==> config.mk <==
export PLATFORM = sky130hd
export DESIGN_NAME = lane0_conditioning_regs
export DESIGN_NICKNAME = d
export VERILOG_FILES = /design/src/rtl/lane0_reg_byte.v /design/src/rtl/lane0_conditioning_regs.v
export VERILOG_INCLUDE_DIRS = /design/src /design/src/include
export SDC_FILE = /design/constraint.sdc
export NUM_CORES = 1
export LEC_CHECK = 0
export ABC_AREA = 1
export BUFFER_PORTS_ARGS = -buffer_cell sky130_fd_sc_hd__buf_2
export CAP_MARGIN = 20
export CORE_ASPECT_RATIO = 1.75
export CORE_MARGIN = 2
export CORE_UTILIZATION = 50
export CTS_CLUSTER_SIZE = 14
export DETAILED_ROUTE_END_ITERATION = 12
export GPL_TIMING_DRIVEN = 0
export PLACE_DENSITY = 0.7
export SYNTH_ARGS = -nofsm -noshare
export SYNTH_HDL_FRONTEND = slang
export SYNTH_SLANG_ARGS = --single-unit
==> constraint.sdc <==
create_clock -name clk_sys_in -period 9.4 [get_ports clk_sys_in]
set_input_delay 1.41 -clock clk_sys_in [delete_from_list [all_inputs] [get_ports clk_sys_in]]
set_output_delay 1.41 -clock clk_sys_in [all_outputs]
set_load 0.03 [all_outputs]
==> src/include/lane0_consts.vh <==
// Purpose: offsets, field positions, reset values and codes of the lane 0
//          conditioning registers
// Assumes: byte-wide registers reached over the register port at byte offsets
// Notes:   definitions only
`ifndef LANE0_CONSTS_VH
`define LANE0_CONSTS_VH

`define OFF_INPUT_BOOST      8'h2c
`define OFF_OUTA_SWING       8'h2d
`define OFF_OUTA_EMPHASIS    8'h2e
`define OFF_SQUELCH_LEVEL    8'h2f
`define OFF_OUTB_IDLE_SPEED  8'h32
`define OFF_OUTB_SWING       8'h34

`define RST_INPUT_BOOST      8'h20
`define RST_OUTA_SWING       8'h03
`define RST_OUTA_EMPHASIS    8'h03
`define RST_SQUELCH_LEVEL    8'h00
`define RST_OUTB_IDLE_SPEED  8'h00
`define RST_OUTB_SWING       8'h03

// writable bits; the rest are reserved and read as zero
`define MASK_INPUT_BOOST     8'h3f
`define MASK_SWING           8'h7f
`define MASK_EMPHASIS        8'hff
`define MASK_SQUELCH         8'h0f
`define MASK_IDLE_SPEED      8'h33

// boost field positions
`define BOOST_EN_BIT         5
`define BOOST_STAGE_HI       4
`define BOOST_STAGE_LO       3
`define BOOST_STEP_HI        2
`define BOOST_STEP_LO        0

// boost codes, index 0 is bypass
`define BOOST_BYPASS         6'h20
`define BOOST_5DB0           6'h2a
`define BOOST_9DB0           6'h30
`define BOOST_11DB7          6'h32
`define BOOST_14DB6          6'h39
`define BOOST_18DB4          6'h35
`define BOOST_20DB0          6'h37
`define BOOST_21DB2          6'h3b
`define BOOST_28DB4          6'h3d

// swing codes
`define SWING_600MV          7'h03
`define SWING_800MV          7'h07
`define SWING_1000MV         7'h0f
`define SWING_1200MV         7'h1f
`define SWING_RESERVED       7'h3f

// emphasis field and codes
`define EMPH_TYPE_BIT        7
`define EMPH_0DB0            8'h01
`define EMPH_3DB5            8'he8
`define EMPH_6DB0            8'h88
`define EMPH_9DB0            8'h90
`define EMPH_12DB0           8'ha0

// squelch fields
`define SQ_DEASSERT_HI       3
`define SQ_DEASSERT_LO       2
`define SQ_ASSERT_HI         1
`define SQ_ASSERT_LO         0

// idle / speed bits
`define IDLE_AUTO_BIT        5
`define IDLE_MUTE_BIT        4
`define RATE_AUTO_BIT        1
`define RATE_FAST_BIT        0

`endif

==> src/rtl/lane0_reg_byte.v <==
// Purpose: one byte-wide configuration register with reserved-bit masking
// Assumes: write strobe is a single-cycle pulse synchronous to clk_sys_in
// Notes:   reserved bits are not stored and read as zero
`timescale 1ns/1ps
`default_nettype none
module lane0_reg_byte #(
  parameter [7:0] RESET_VALUE = 8'h00,
  parameter [7:0] WRITE_MASK  = 8'hff
) (
  // clock and reset
  input  wire       clk_sys_in,
  input  wire       rst_in,
  // write side
  input  wire       wr_en_in,
  input  wire [7:0] wr_data_in,
  // stored value
  output reg  [7:0] value_out
);

  always @(posedge clk_sys_in or posedge rst_in) begin
    if (rst_in) begin
      value_out <= RESET_VALUE & WRITE_MASK;
    end else if (wr_en_in) begin
      value_out <= wr_data_in & WRITE_MASK;
    end
  end

endmodule
`default_nettype wire

==> src/rtl/lane0_conditioning_regs.v <==
// Purpose: lane 0 conditioning register bank and analog control decode
// Assumes: the serial host engine delivers byte reads and writes on the
//          register port, one-cycle strobes, synchronous to clk_sys_in
// Notes:   every decoded control output is registered
//          an unknown code raises its bad flag; the boost level and emphasis cut fields
//          show the all-ones sentinel, the swing level field shows 0
//          a read and a write in one cycle: the read returns the old value
//          reset values of the controls are decoded from the register
//          reset images, so the two can never disagree
//
// Contract
// - boost field: bit 5 enable, bits 4:3 gain stage, bits 2:0 step.
// - boost code 20h means equalizer bypass and is the reset value.
// - boost codes 2Ah, 30h, 32h give about 5, 9, 11.7 dB.
// - boost codes 39h, 35h, 37h give about 14.6, 18.4, 20 dB.
// - boost codes 3Bh, 3Dh give about 21.2, 28.4 dB, the strongest.
// - swing 03h/07h/0Fh/1Fh give 600/800/1000/1200 mV; 3Fh reserved.
// - emphasis bit 7 selects compatibility or enhanced; bits 6:0 level.
// - emphasis 01h gives 0.0 dB, E8h gives -3.5 dB.
// - emphasis 88h, 90h, A0h give -6, -9, -12 dB.
// - squelch bits 3:2 de-assert level, bits 1:0 assert level.
// - squelch code 00 gives 110 mV de-assert, 70 mV assert.
// - codes 01, 10, 11 give 150/110, 170/130, 190/150 mV.
// - output B bit 5 automatic idle; else bit 4 sets muting.
// - manual idle bit 4: 0 keeps output on, 1 mutes it.
// - output B bit 1 automatic rate; else bit 0 chooses rate.
// - manual rate bit 0: 0 is 2.5-3.2 Gbps, 1 is 5.0-6.4 Gbps.
`timescale 1ns/1ps
`default_nettype none
`include "lane0_consts.vh"
module lane0_conditioning_regs (
  // clock and reset
  input  wire       clk_sys_in,
  input  wire       rst_in,
  // register port from the serial host engine
  input  wire [7:0] reg_addr_in,
  input  wire       reg_wr_in,
  input  wire [7:0] reg_wdata_in,
  input  wire       reg_rd_in,
  output reg  [7:0] reg_rdata_out,
  output reg        reg_rvalid_out,
  output reg        reg_addr_err_out,
  // input lane 0 equalizer
  output reg        rx_boost_enable_out,
  output reg  [1:0] gain_stage_field_out,
  output reg  [2:0] boost_step_field_out,
  output reg  [3:0] rx_boost_level_out,
  output reg        rx_boost_code_bad_out,
  // output A driver
  output reg  [6:0] output_a_swing_code_out,
  output reg  [1:0] output_a_swing_level_out,
  output reg        output_a_swing_bad_out,
  output reg        output_a_emphasis_enhanced_out,
  output reg  [6:0] output_a_emphasis_level_out,
  output reg  [2:0] output_a_tx_emphasis_cut_out,
  output reg        output_a_emphasis_bad_out,
  // input lane 0 idle detector
  output reg  [1:0] squelch_deassert_sel_out,
  output reg  [1:0] squelch_assert_sel_out,
  // output B idle and rate
  output reg        output_b_idle_auto_out,
  output reg        output_b_mute_out,
  output reg        output_b_signal_presence_detector_en_out,
  output reg        output_b_rate_auto_out,
  output reg        output_b_rate_fast_out,
  // output B driver
  output reg  [6:0] output_b_swing_code_out,
  output reg  [1:0] output_b_swing_level_out,
  output reg        output_b_swing_bad_out
);

  wire [7:0] boost_q;
  wire [7:0] outa_swing_q;
  wire [7:0] outa_emph_q;
  wire [7:0] squelch_q;
  wire [7:0] idle_speed_q;
  wire [7:0] outb_swing_q;

  wire hit_boost   = (reg_addr_in == `OFF_INPUT_BOOST);
  wire hit_aswing  = (reg_addr_in == `OFF_OUTA_SWING);
  wire hit_aemph   = (reg_addr_in == `OFF_OUTA_EMPHASIS);
  wire hit_squelch = (reg_addr_in == `OFF_SQUELCH_LEVEL);
  wire hit_idle    = (reg_addr_in == `OFF_OUTB_IDLE_SPEED);
  wire hit_bswing  = (reg_addr_in == `OFF_OUTB_SWING);
  wire hit_any     = hit_boost | hit_aswing | hit_aemph | hit_squelch |
                     hit_idle | hit_bswing;

  // swing code to level 0..3 (600..1200 mV), flag for any other code
  function [2:0] swing_decode;
    input [6:0] code;
    begin
      case (code)
        `SWING_600MV:  swing_decode = 3'h0;
        `SWING_800MV:  swing_decode = 3'h1;
        `SWING_1000MV: swing_decode = 3'h2;
        `SWING_1200MV: swing_decode = 3'h3;
        default:       swing_decode = 3'h4;
      endcase
    end
  endfunction

  // storage, reserved bits masked off at write
  lane0_reg_byte #(.RESET_VALUE(`RST_INPUT_BOOST),
                   .WRITE_MASK(`MASK_INPUT_BOOST)) u_boost (
    .clk_sys_in (clk_sys_in),
    .rst_in     (rst_in),
    .wr_en_in   (reg_wr_in & hit_boost),
    .wr_data_in (reg_wdata_in),
    .value_out  (boost_q)
  );
  lane0_reg_byte #(.RESET_VALUE(`RST_OUTA_SWING),
                   .WRITE_MASK(`MASK_SWING)) u_aswing (
    .clk_sys_in (clk_sys_in),
    .rst_in     (rst_in),
    .wr_en_in   (reg_wr_in & hit_aswing),
    .wr_data_in (reg_wdata_in),
    .value_out  (outa_swing_q)
  );
  lane0_reg_byte #(.RESET_VALUE(`RST_OUTA_EMPHASIS),
                   .WRITE_MASK(`MASK_EMPHASIS)) u_aemph (
    .clk_sys_in (clk_sys_in),
    .rst_in     (rst_in),
    .wr_en_in   (reg_wr_in & hit_aemph),
    .wr_data_in (reg_wdata_in),
    .value_out  (outa_emph_q)
  );
  lane0_reg_byte #(.RESET_VALUE(`RST_SQUELCH_LEVEL),
                   .WRITE_MASK(`MASK_SQUELCH)) u_squelch (
    .clk_sys_in (clk_sys_in),
    .rst_in     (rst_in),
    .wr_en_in   (reg_wr_in & hit_squelch),
    .wr_data_in (reg_wdata_in),
    .value_out  (squelch_q)
  );
  lane0_reg_byte #(.RESET_VALUE(`RST_OUTB_IDLE_SPEED),
                   .WRITE_MASK(`MASK_IDLE_SPEED)) u_idle (
    .clk_sys_in (clk_sys_in),
    .rst_in     (rst_in),
    .wr_en_in   (reg_wr_in & hit_idle),
    .wr_data_in (reg_wdata_in),
    .value_out  (idle_speed_q)
  );
  lane0_reg_byte #(.RESET_VALUE(`RST_OUTB_SWING),
                   .WRITE_MASK(`MASK_SWING)) u_bswing (
    .clk_sys_in (clk_sys_in),
    .rst_in     (rst_in),
    .wr_en_in   (reg_wr_in & hit_bswing),
    .wr_data_in (reg_wdata_in),
    .value_out  (outb_swing_q)
  );

  // read mux; unmapped offsets read as zero
  reg [7:0] rdata_d;
  always @* begin
    case (reg_addr_in)
      `OFF_INPUT_BOOST:     rdata_d = boost_q;
      `OFF_OUTA_SWING:      rdata_d = outa_swing_q;
      `OFF_OUTA_EMPHASIS:   rdata_d = outa_emph_q;
      `OFF_SQUELCH_LEVEL:   rdata_d = squelch_q;
      `OFF_OUTB_IDLE_SPEED: rdata_d = idle_speed_q;
      `OFF_OUTB_SWING:      rdata_d = outb_swing_q;
      default:              rdata_d = 8'h00;
    endcase
  end

  // read data holds until the next read; a write never disturbs it
  always @(posedge clk_sys_in or posedge rst_in) begin
    if (rst_in) begin
      reg_rdata_out    <= 8'h00;
      reg_rvalid_out   <= 1'b0;
      reg_addr_err_out <= 1'b0;
    end else begin
      reg_rvalid_out   <= reg_rd_in;
      reg_addr_err_out <= (reg_rd_in | reg_wr_in) & ~hit_any;
      if (reg_rd_in) begin
        reg_rdata_out <= rdata_d;
      end
    end
  end

  // boost code to level: 0 bypass, 1..8 rising boost, 4'hf other codes
  function [3:0] boost_decode;
    input [5:0] code;
    begin
      case (code)
        `BOOST_BYPASS: boost_decode = 4'h0;
        `BOOST_5DB0:   boost_decode = 4'h1;
        `BOOST_9DB0:   boost_decode = 4'h2;
        `BOOST_11DB7:  boost_decode = 4'h3;
        `BOOST_14DB6:  boost_decode = 4'h4;
        `BOOST_18DB4:  boost_decode = 4'h5;
        `BOOST_20DB0:  boost_decode = 4'h6;
        `BOOST_21DB2:  boost_decode = 4'h7;
        `BOOST_28DB4:  boost_decode = 4'h8;
        default:       boost_decode = 4'hf;
      endcase
    end
  endfunction

  // emphasis code to cut: 0 for 0 dB up to 4 for -12 dB, 3'h7 other codes
  function [2:0] emph_decode;
    input [7:0] code;
    begin
      case (code)
        `EMPH_0DB0:  emph_decode = 3'h0;
        `EMPH_3DB5:  emph_decode = 3'h1;
        `EMPH_6DB0:  emph_decode = 3'h2;
        `EMPH_9DB0:  emph_decode = 3'h3;
        `EMPH_12DB0: emph_decode = 3'h4;
        default:     emph_decode = 3'h7;
      endcase
    end
  endfunction

  // register images while reset is held
  // masked like a write, so reserved bits stay zero here as well
  localparam [7:0] BOOST_RST   = `RST_INPUT_BOOST & `MASK_INPUT_BOOST;
  localparam [7:0] ASWING_RST  = `RST_OUTA_SWING & `MASK_SWING;
  localparam [7:0] AEMPH_RST   = `RST_OUTA_EMPHASIS & `MASK_EMPHASIS;
  localparam [7:0] SQUELCH_RST = `RST_SQUELCH_LEVEL & `MASK_SQUELCH;
  localparam [7:0] IDLE_RST    = `RST_OUTB_IDLE_SPEED & `MASK_IDLE_SPEED;
  localparam [7:0] BSWING_RST  = `RST_OUTB_SWING & `MASK_SWING;
  // decodes of those images, shown on the controls during reset
  localparam [3:0] BOOST_LVL_RST  = boost_decode(BOOST_RST[5:0]);
  localparam [2:0] EMPH_CUT_RST   = emph_decode(AEMPH_RST);
  localparam [2:0] ASWING_DEC_RST = swing_decode(ASWING_RST[6:0]);
  localparam [2:0] BSWING_DEC_RST = swing_decode(BSWING_RST[6:0]);

  wire [3:0] boost_level_d = boost_decode(boost_q[5:0]);
  wire [2:0] emph_cut_d    = emph_decode(outa_emph_q);
  wire [2:0] aswing_dec    = swing_decode(outa_swing_q[6:0]);
  wire [2:0] bswing_dec    = swing_decode(outb_swing_q[6:0]);

  // registered analog controls, refreshed the cycle after each write
  always @(posedge clk_sys_in or posedge rst_in) begin
    if (rst_in) begin
      rx_boost_enable_out            <= BOOST_RST[`BOOST_EN_BIT];
      gain_stage_field_out           <=
        BOOST_RST[`BOOST_STAGE_HI:`BOOST_STAGE_LO];
      boost_step_field_out           <=
        BOOST_RST[`BOOST_STEP_HI:`BOOST_STEP_LO];
      rx_boost_level_out             <= BOOST_LVL_RST;
      rx_boost_code_bad_out          <= (BOOST_LVL_RST == 4'hf);
      output_a_swing_code_out        <= ASWING_RST[6:0];
      output_a_swing_level_out       <= ASWING_DEC_RST[1:0];
      output_a_swing_bad_out         <= ASWING_DEC_RST[2];
      output_a_emphasis_enhanced_out <= AEMPH_RST[`EMPH_TYPE_BIT];
      output_a_emphasis_level_out    <= AEMPH_RST[6:0];
      output_a_tx_emphasis_cut_out   <= EMPH_CUT_RST;
      output_a_emphasis_bad_out      <= (EMPH_CUT_RST == 3'h7);
      squelch_deassert_sel_out       <=
        SQUELCH_RST[`SQ_DEASSERT_HI:`SQ_DEASSERT_LO];
      squelch_assert_sel_out         <=
        SQUELCH_RST[`SQ_ASSERT_HI:`SQ_ASSERT_LO];
      output_b_idle_auto_out         <= IDLE_RST[`IDLE_AUTO_BIT];
      output_b_mute_out              <=
        ~IDLE_RST[`IDLE_AUTO_BIT] & IDLE_RST[`IDLE_MUTE_BIT];
      output_b_signal_presence_detector_en_out <= IDLE_RST[`IDLE_AUTO_BIT];
      output_b_rate_auto_out         <= IDLE_RST[`RATE_AUTO_BIT];
      output_b_rate_fast_out         <=
        ~IDLE_RST[`RATE_AUTO_BIT] & IDLE_RST[`RATE_FAST_BIT];
      output_b_swing_code_out        <= BSWING_RST[6:0];
      output_b_swing_level_out       <= BSWING_DEC_RST[1:0];
      output_b_swing_bad_out         <= BSWING_DEC_RST[2];
    end else begin
      rx_boost_enable_out  <= boost_q[`BOOST_EN_BIT];
      gain_stage_field_out <=
        boost_q[`BOOST_STAGE_HI:`BOOST_STAGE_LO];
      boost_step_field_out <=
        boost_q[`BOOST_STEP_HI:`BOOST_STEP_LO];
      rx_boost_level_out    <= boost_level_d;
      rx_boost_code_bad_out <= (boost_level_d == 4'hf);
      output_a_swing_code_out  <= outa_swing_q[6:0];
      output_a_swing_level_out <= aswing_dec[1:0];
      output_a_swing_bad_out   <= aswing_dec[2];
      output_a_emphasis_enhanced_out <=
        outa_emph_q[`EMPH_TYPE_BIT];
      output_a_emphasis_level_out <= outa_emph_q[6:0];
      output_a_tx_emphasis_cut_out <= emph_cut_d;
      output_a_emphasis_bad_out    <= (emph_cut_d == 3'h7);
      squelch_deassert_sel_out <=
        squelch_q[`SQ_DEASSERT_HI:`SQ_DEASSERT_LO];
      squelch_assert_sel_out <=
        squelch_q[`SQ_ASSERT_HI:`SQ_ASSERT_LO];
      output_b_idle_auto_out <= idle_speed_q[`IDLE_AUTO_BIT];
      // manual mute only when automatic idle is off
      output_b_mute_out <= ~idle_speed_q[`IDLE_AUTO_BIT] &
        idle_speed_q[`IDLE_MUTE_BIT];
      // detector runs only in automatic mode
      output_b_signal_presence_detector_en_out <=
        idle_speed_q[`IDLE_AUTO_BIT];
      output_b_rate_auto_out <= idle_speed_q[`RATE_AUTO_BIT];
      output_b_rate_fast_out <= ~idle_speed_q[`RATE_AUTO_BIT] &
        idle_speed_q[`RATE_FAST_BIT];
      output_b_swing_code_out  <= outb_swing_q[6:0];
      output_b_swing_level_out <= bswing_dec[1:0];
      output_b_swing_bad_out   <= bswing_dec[2];
    end
  end

endmodule
`default_nettype wire

[Word level (Yosys, flattened, before mapping)]
Cells that the tools add are included.
Storage, ports and cells
  memory bits (writable): 0
  flip-flop bits (word level): 97
  word-level logic and storage cells: 83
  memories: 0
  bits in latches: 0
  bits of input ports: 20
  memory bits (read-only): 0
Cells by class
  reduce and logical (&&, ||, !) cells: 0
  $lt $le $gt $ge: 0
  $mul: 0
  equality and inequality tests: 30
  bitwise operators: 18
  shift operators: 0
  add/sub/neg operators: 0
  divide/modulo/power cells: 0
  mux-type cells: 5
Operators by type and width (number)
  $eq 6x6->1 const B: 9
  $eq 8x6->1 const B: 6
  $pmux 8 s6: 1
  $pmux 4 s9: 1
  $eq 8x8->1 const B: 4
  $pmux 3 s4: 2
  $pmux 3 s5: 1
  $eq 7x2->1 const B: 2
  $eq 7x3->1 const B: 2
  $eq 7x4->1 const B: 2
  $eq 7x5->1 const B: 2
  $and 1x1->1: 9
  $eq 8x1->1 const B: 1
  $or 1x1->1: 6
  $eq 4x4->1 const B: 1
  $eq 3x3->1 const B: 1
  $not 1->1: 3

[Depth between registers and ports, before layout]
  word-level depth: 8
  depth in mapped cells: 10

[By module]
From an unflattened synthesis, not the netlist that was laid out.
Unflattened totals
  cells, all modules: 481
  area total of the unflattened synthesis: 4214.0 µm²
Modules (own cells, without submodules)
  lane0_conditioning_regs: times used 1, cells each 305, area an instance 2711.4 µm²
  lane0_reg_byte (u_aswing ...): times used 2, cells each 33, area an instance 286.5 µm²
  lane0_reg_byte (u_idle ...): times used 2, cells each 23, area an instance 186.4 µm²
  lane0_reg_byte (u_aemph): times used 1, cells each 35, area an instance 311.5 µm²
  lane0_reg_byte (u_boost): times used 1, cells each 29, area an instance 245.2 µm²

[Worst setup path after synthesis]
Ideal clock, no wire load.
  kind: input -> register
  start point: input reg_addr_in[6]
  end point: register u_idle.value_out[5]
  data arrival time: 2.226 ns
  required time: 9.281 ns
  stages on the path: 8
  buffers on the path: 1
  path slack: 7.055 ns
  cell sequence: inv_1 -> nand2_2 -> nor2_4 -> buf_4 -> nand2_1 -> nor2_4 -> nand2_1 -> o21a_1
On the way
  longest elaborated chain between the ends: 2
Ends and longest elaborated chain
  start, declared: line lane0_conditioning_regs.v:36  | input wire [7:0] reg_addr_in,
  $eq 8x6->1
  $and 1x1->1: line lane0_conditioning_regs.v:139  | .wr_en_in (reg_wr_in & hit_idle),
  end signal, assigned: line lane0_reg_byte.v:22  | value_out <= RESET_VALUE & WRITE_MASK;
  end signal, assigned: line lane0_reg_byte.v:24  | value_out <= wr_data_in & WRITE_MASK;
  end, declared: line lane0_reg_byte.v:17  | output reg [7:0] value_out
Every way passes these cells.
A chain may end at the register's enable or synchronous reset.

[Worst setup path in the final report]
  start point: register output_a_emphasis_level_out[1]
  end point: output output_a_emphasis_level_out[1]
RTL lines
  start, declared: line lane0_conditioning_regs.v:54  | output reg [6:0] output_a_emphasis_level_out,
  start signal, assigned: line lane0_conditioning_regs.v:248  | output_a_emphasis_level_out <= AEMPH_RST[6:0];
  start signal, assigned: line lane0_conditioning_regs.v:278  | output_a_emphasis_level_out <= outa_emph_q[6:0];
No word-level cell between the ends.

==> impl_results.md <==
* Status: completed
* Clock slew at reported path FFs at 0.06 ns
* Worst slew pin tran at 0.6131 ns
* Yosys cell types at 30
* Min-delay src: u_aemph.value_out[0]
* Layout fillers at 666
* First-pass GRT wire length at 15390 µm
* Synth async-reset ratio at 100.0%
* Total Routing Usage GR at 23.60%
* Biggest area consumer among synthesized cells: dfrtp_1
* Htree depth at 3
* Iter 0 DRT Violations at 280
* Setup crit start kind: flip-flop
* Root Buffer: clkbuf_16
* Worst hold endpoint: output_a_emphasis_level_out[0]
* Slew HR at 59.12%
* Nets at 512
* Share of layout cells above drive strength 1 at 33.00%
* Gr ovfl total at 0
* Crit path capture type: primary output
* Crit-path cells: buf_2
* Hold Violations, Final at 0
* RSZ-0062 raised after global routing: no
* Fin crit share at 26.25%
* Num ports at 82
* Hold depth at 0
* Worst Hold Class: flip-flop to flip-flop
* WL final at 9622 µm
* Die area at 8906 µm²
* Pwr/cell area at 192.5 nW/µm²
* Residual DRC count at 0
* Cts bufs inserted at 9
* Total power at 951.7 µW
* Worst-path cell with the longest stage delay: dfstp_2
* Reg2reg path depth at 7
* Worst R2R Setup Slack at 7.99 ns
* Setup TNS Final at 0 ns
* Synth top area cells: dfrtp_1, dfstp_2, nand2_1
* Initial antenna violation count at 0
* MaxCap Viol Count at 0
* Critical path arrival at 1.06 ns
* Postcts setup bufs at 0
* Hold WS at 0.3756 ns
* Die width at 72.20 µm
* R2R Path End: rx_boost_level_out[2]
* Post-synthesis register bit count at 97
* Crit. Startpoint: output_a_emphasis_level_out[1]
* Number of global-route vias before repair at 3076
* Top cell type's share of synthesized area at 48.57%
* Vias post-DR at 3100
* P_leak at 0.002459 µW
* Buf/Inv on CP at 1
* Antenna cells at 0
* Clock sinks at 97
* Synth warn at 0
* Peak VDD IR at 0.1144 mV
* EDFF count, synth at 0
* Worst r2r src: u_boost.value_out[5]
* Top FF cell, synth: dfrtp_1
* Critical Path Max Stage Delay at 0.53 ns
* Clk_lat worst skew at 0.35 ns
* Post-synthesis average cell area at 10.20 µm²
* Hold_buf cts at 0
* Reg area at 2450 µm²
* CP delay by family, top: flip-flops
* Multi-input gate area at 1368 µm²
* Core Box Area at 7909 µm²
* DP HPWL at 7073 µm
* Post-Syn Nets at 419
* Largest net degree at the start of global routing at 50
* Fmax at 0.4053 GHz
* Initial Utilization at 51.46%
* Max-slew violation count at 0
* CP Data Required Time at 7.99 ns
* Drt wl/cell at 16.39 µm
* DRT Pass-1 Iters at 4
* Final ANT Viol Nets at 0
* Layout Skew at 0.008318 ns
* TritonCTS clock tree: yes
* Mapped Area at 4070 µm²
* Rows at 43
* Final RePlAce weighted congestion at 0.9108
* Area grow syn2layout at 21.46%
* Min Tclk post-route at 2.467 ns
* Die Ht at 123.4 µm
* Post-CTS resize count at 0
* CTS max path bufs at 2
* Buffers on Ports at 81
* Critical path class: flip-flop to primary output
* Count of final setup violators at 0
* DR vias/cell at 5.281
* Seq/Total Area, Yosys at 60.19%
* Syn Inst Count at 399
* Worst-path maximum fanout at 1
report_power, final:
group          leakage [µW]  internal, µW  switching [µW]
combinational       0.00117          25.9            69.3
sequential          0.00113           444            17.6
clock              0.000160           247             148
total               0.00246           717             234
per-layer routing:
layer	track usage (%)	up-vias	wire length [µm]
met5	0	-	0
met4	16.16	0	564
met3	4.971	37	399
met2	39.56	102	5034
met1	26.40	1484	3624
li1	-	1477	-
layout make-up:
type / count / share of cell area (%)
Sequential cell: 97 / 49.56
Multi-Input combinational cell: 249 / 27.66
Timing Repair Buffer: 82 / 8.757
Clock buffer: 13 / 5.264
Inverter: 45 / 3.467
Tap cell: 90 / 2.278
Buffer: 8 / 1.696
Clock inverter: 3 / 1.316
registers in the layout (all words and copies together), names as in the netlist, 6 cells and up:
name,cells
output_a_emphasis_level_out,7
output_a_swing_code_out,7
output_b_swing_code_out,7
reg_rdata_out,8
u_aemph.value_out,8
u_aswing.value_out,7
u_boost.value_out,6
u_bswing.value_out,7
worst max-delay path by stage:
stage,endpoint,slack (ns),cells after the start
after global routing,output_a_emphasis_level_out[1],6.90,1
after global placement,output_b_swing_code_out[2],4.57,2
after detailed placement,reg_rdata_out[6],6.75,8
after CTS,output_a_emphasis_level_out[1],6.92,1
final,output_a_emphasis_level_out[1],6.93,1
after floorplan,boost_step_field_out[0],5.49,1
placed cells by master (no fill, tap or decap), drive strengths merged:
cell    instances
clkinv          2
buf            90
mux2            1
nand4           6
o211ai          1
dfstp          18
nor4            3
nand2b          1
clkbuf         13
inv            44
nand3          45
nor2           40
a32oi           1
dfrtp          79
bufinv          2
o31ai           3
a21oi           3
a31oi           1
nor3            5
o21ai          37
o21a            8
nand2          94
stage by stage:
stage	worst slack [ns]	cell area, µm²	std cells	utilization, %
after floorplan	5.486	4070	399	-
after detailed placement	6.745	4618	571	58.39
after global placement	4.571	4588	570	58.01
after CTS	6.922	4943	587	62.51
final	6.933	4943	587	62.51
after global routing	6.903	4943	587	62.51
synthesized netlist by cell type, types with 4 or more instances:
cell type,number
nand2_1,86
nor2_4,8
dfrtp_1,79
buf_4,5
o21a_1,8
nand3_1,44
nand4_1,6
inv_1,44
dfstp_2,18
nor2_1,29
o21ai_1,4
o21ai_2,20
o21ai_0,13
nand2_2,5
nor3_1,5
cell families after synthesis:
| family | after synthesis | share of synthesized area (%) |
|---|---|---|
| and+or+nand+nor | 194 | 23.89 |
| DFF | 97 | 60.19 |
| AOI/OAI and AO/OA | 54 | 9.345 |
| buffers and inverters | 53 | 6.210 |
| muxes | 1 | 0.3688 |
Power figures use the tool's default switching activity.
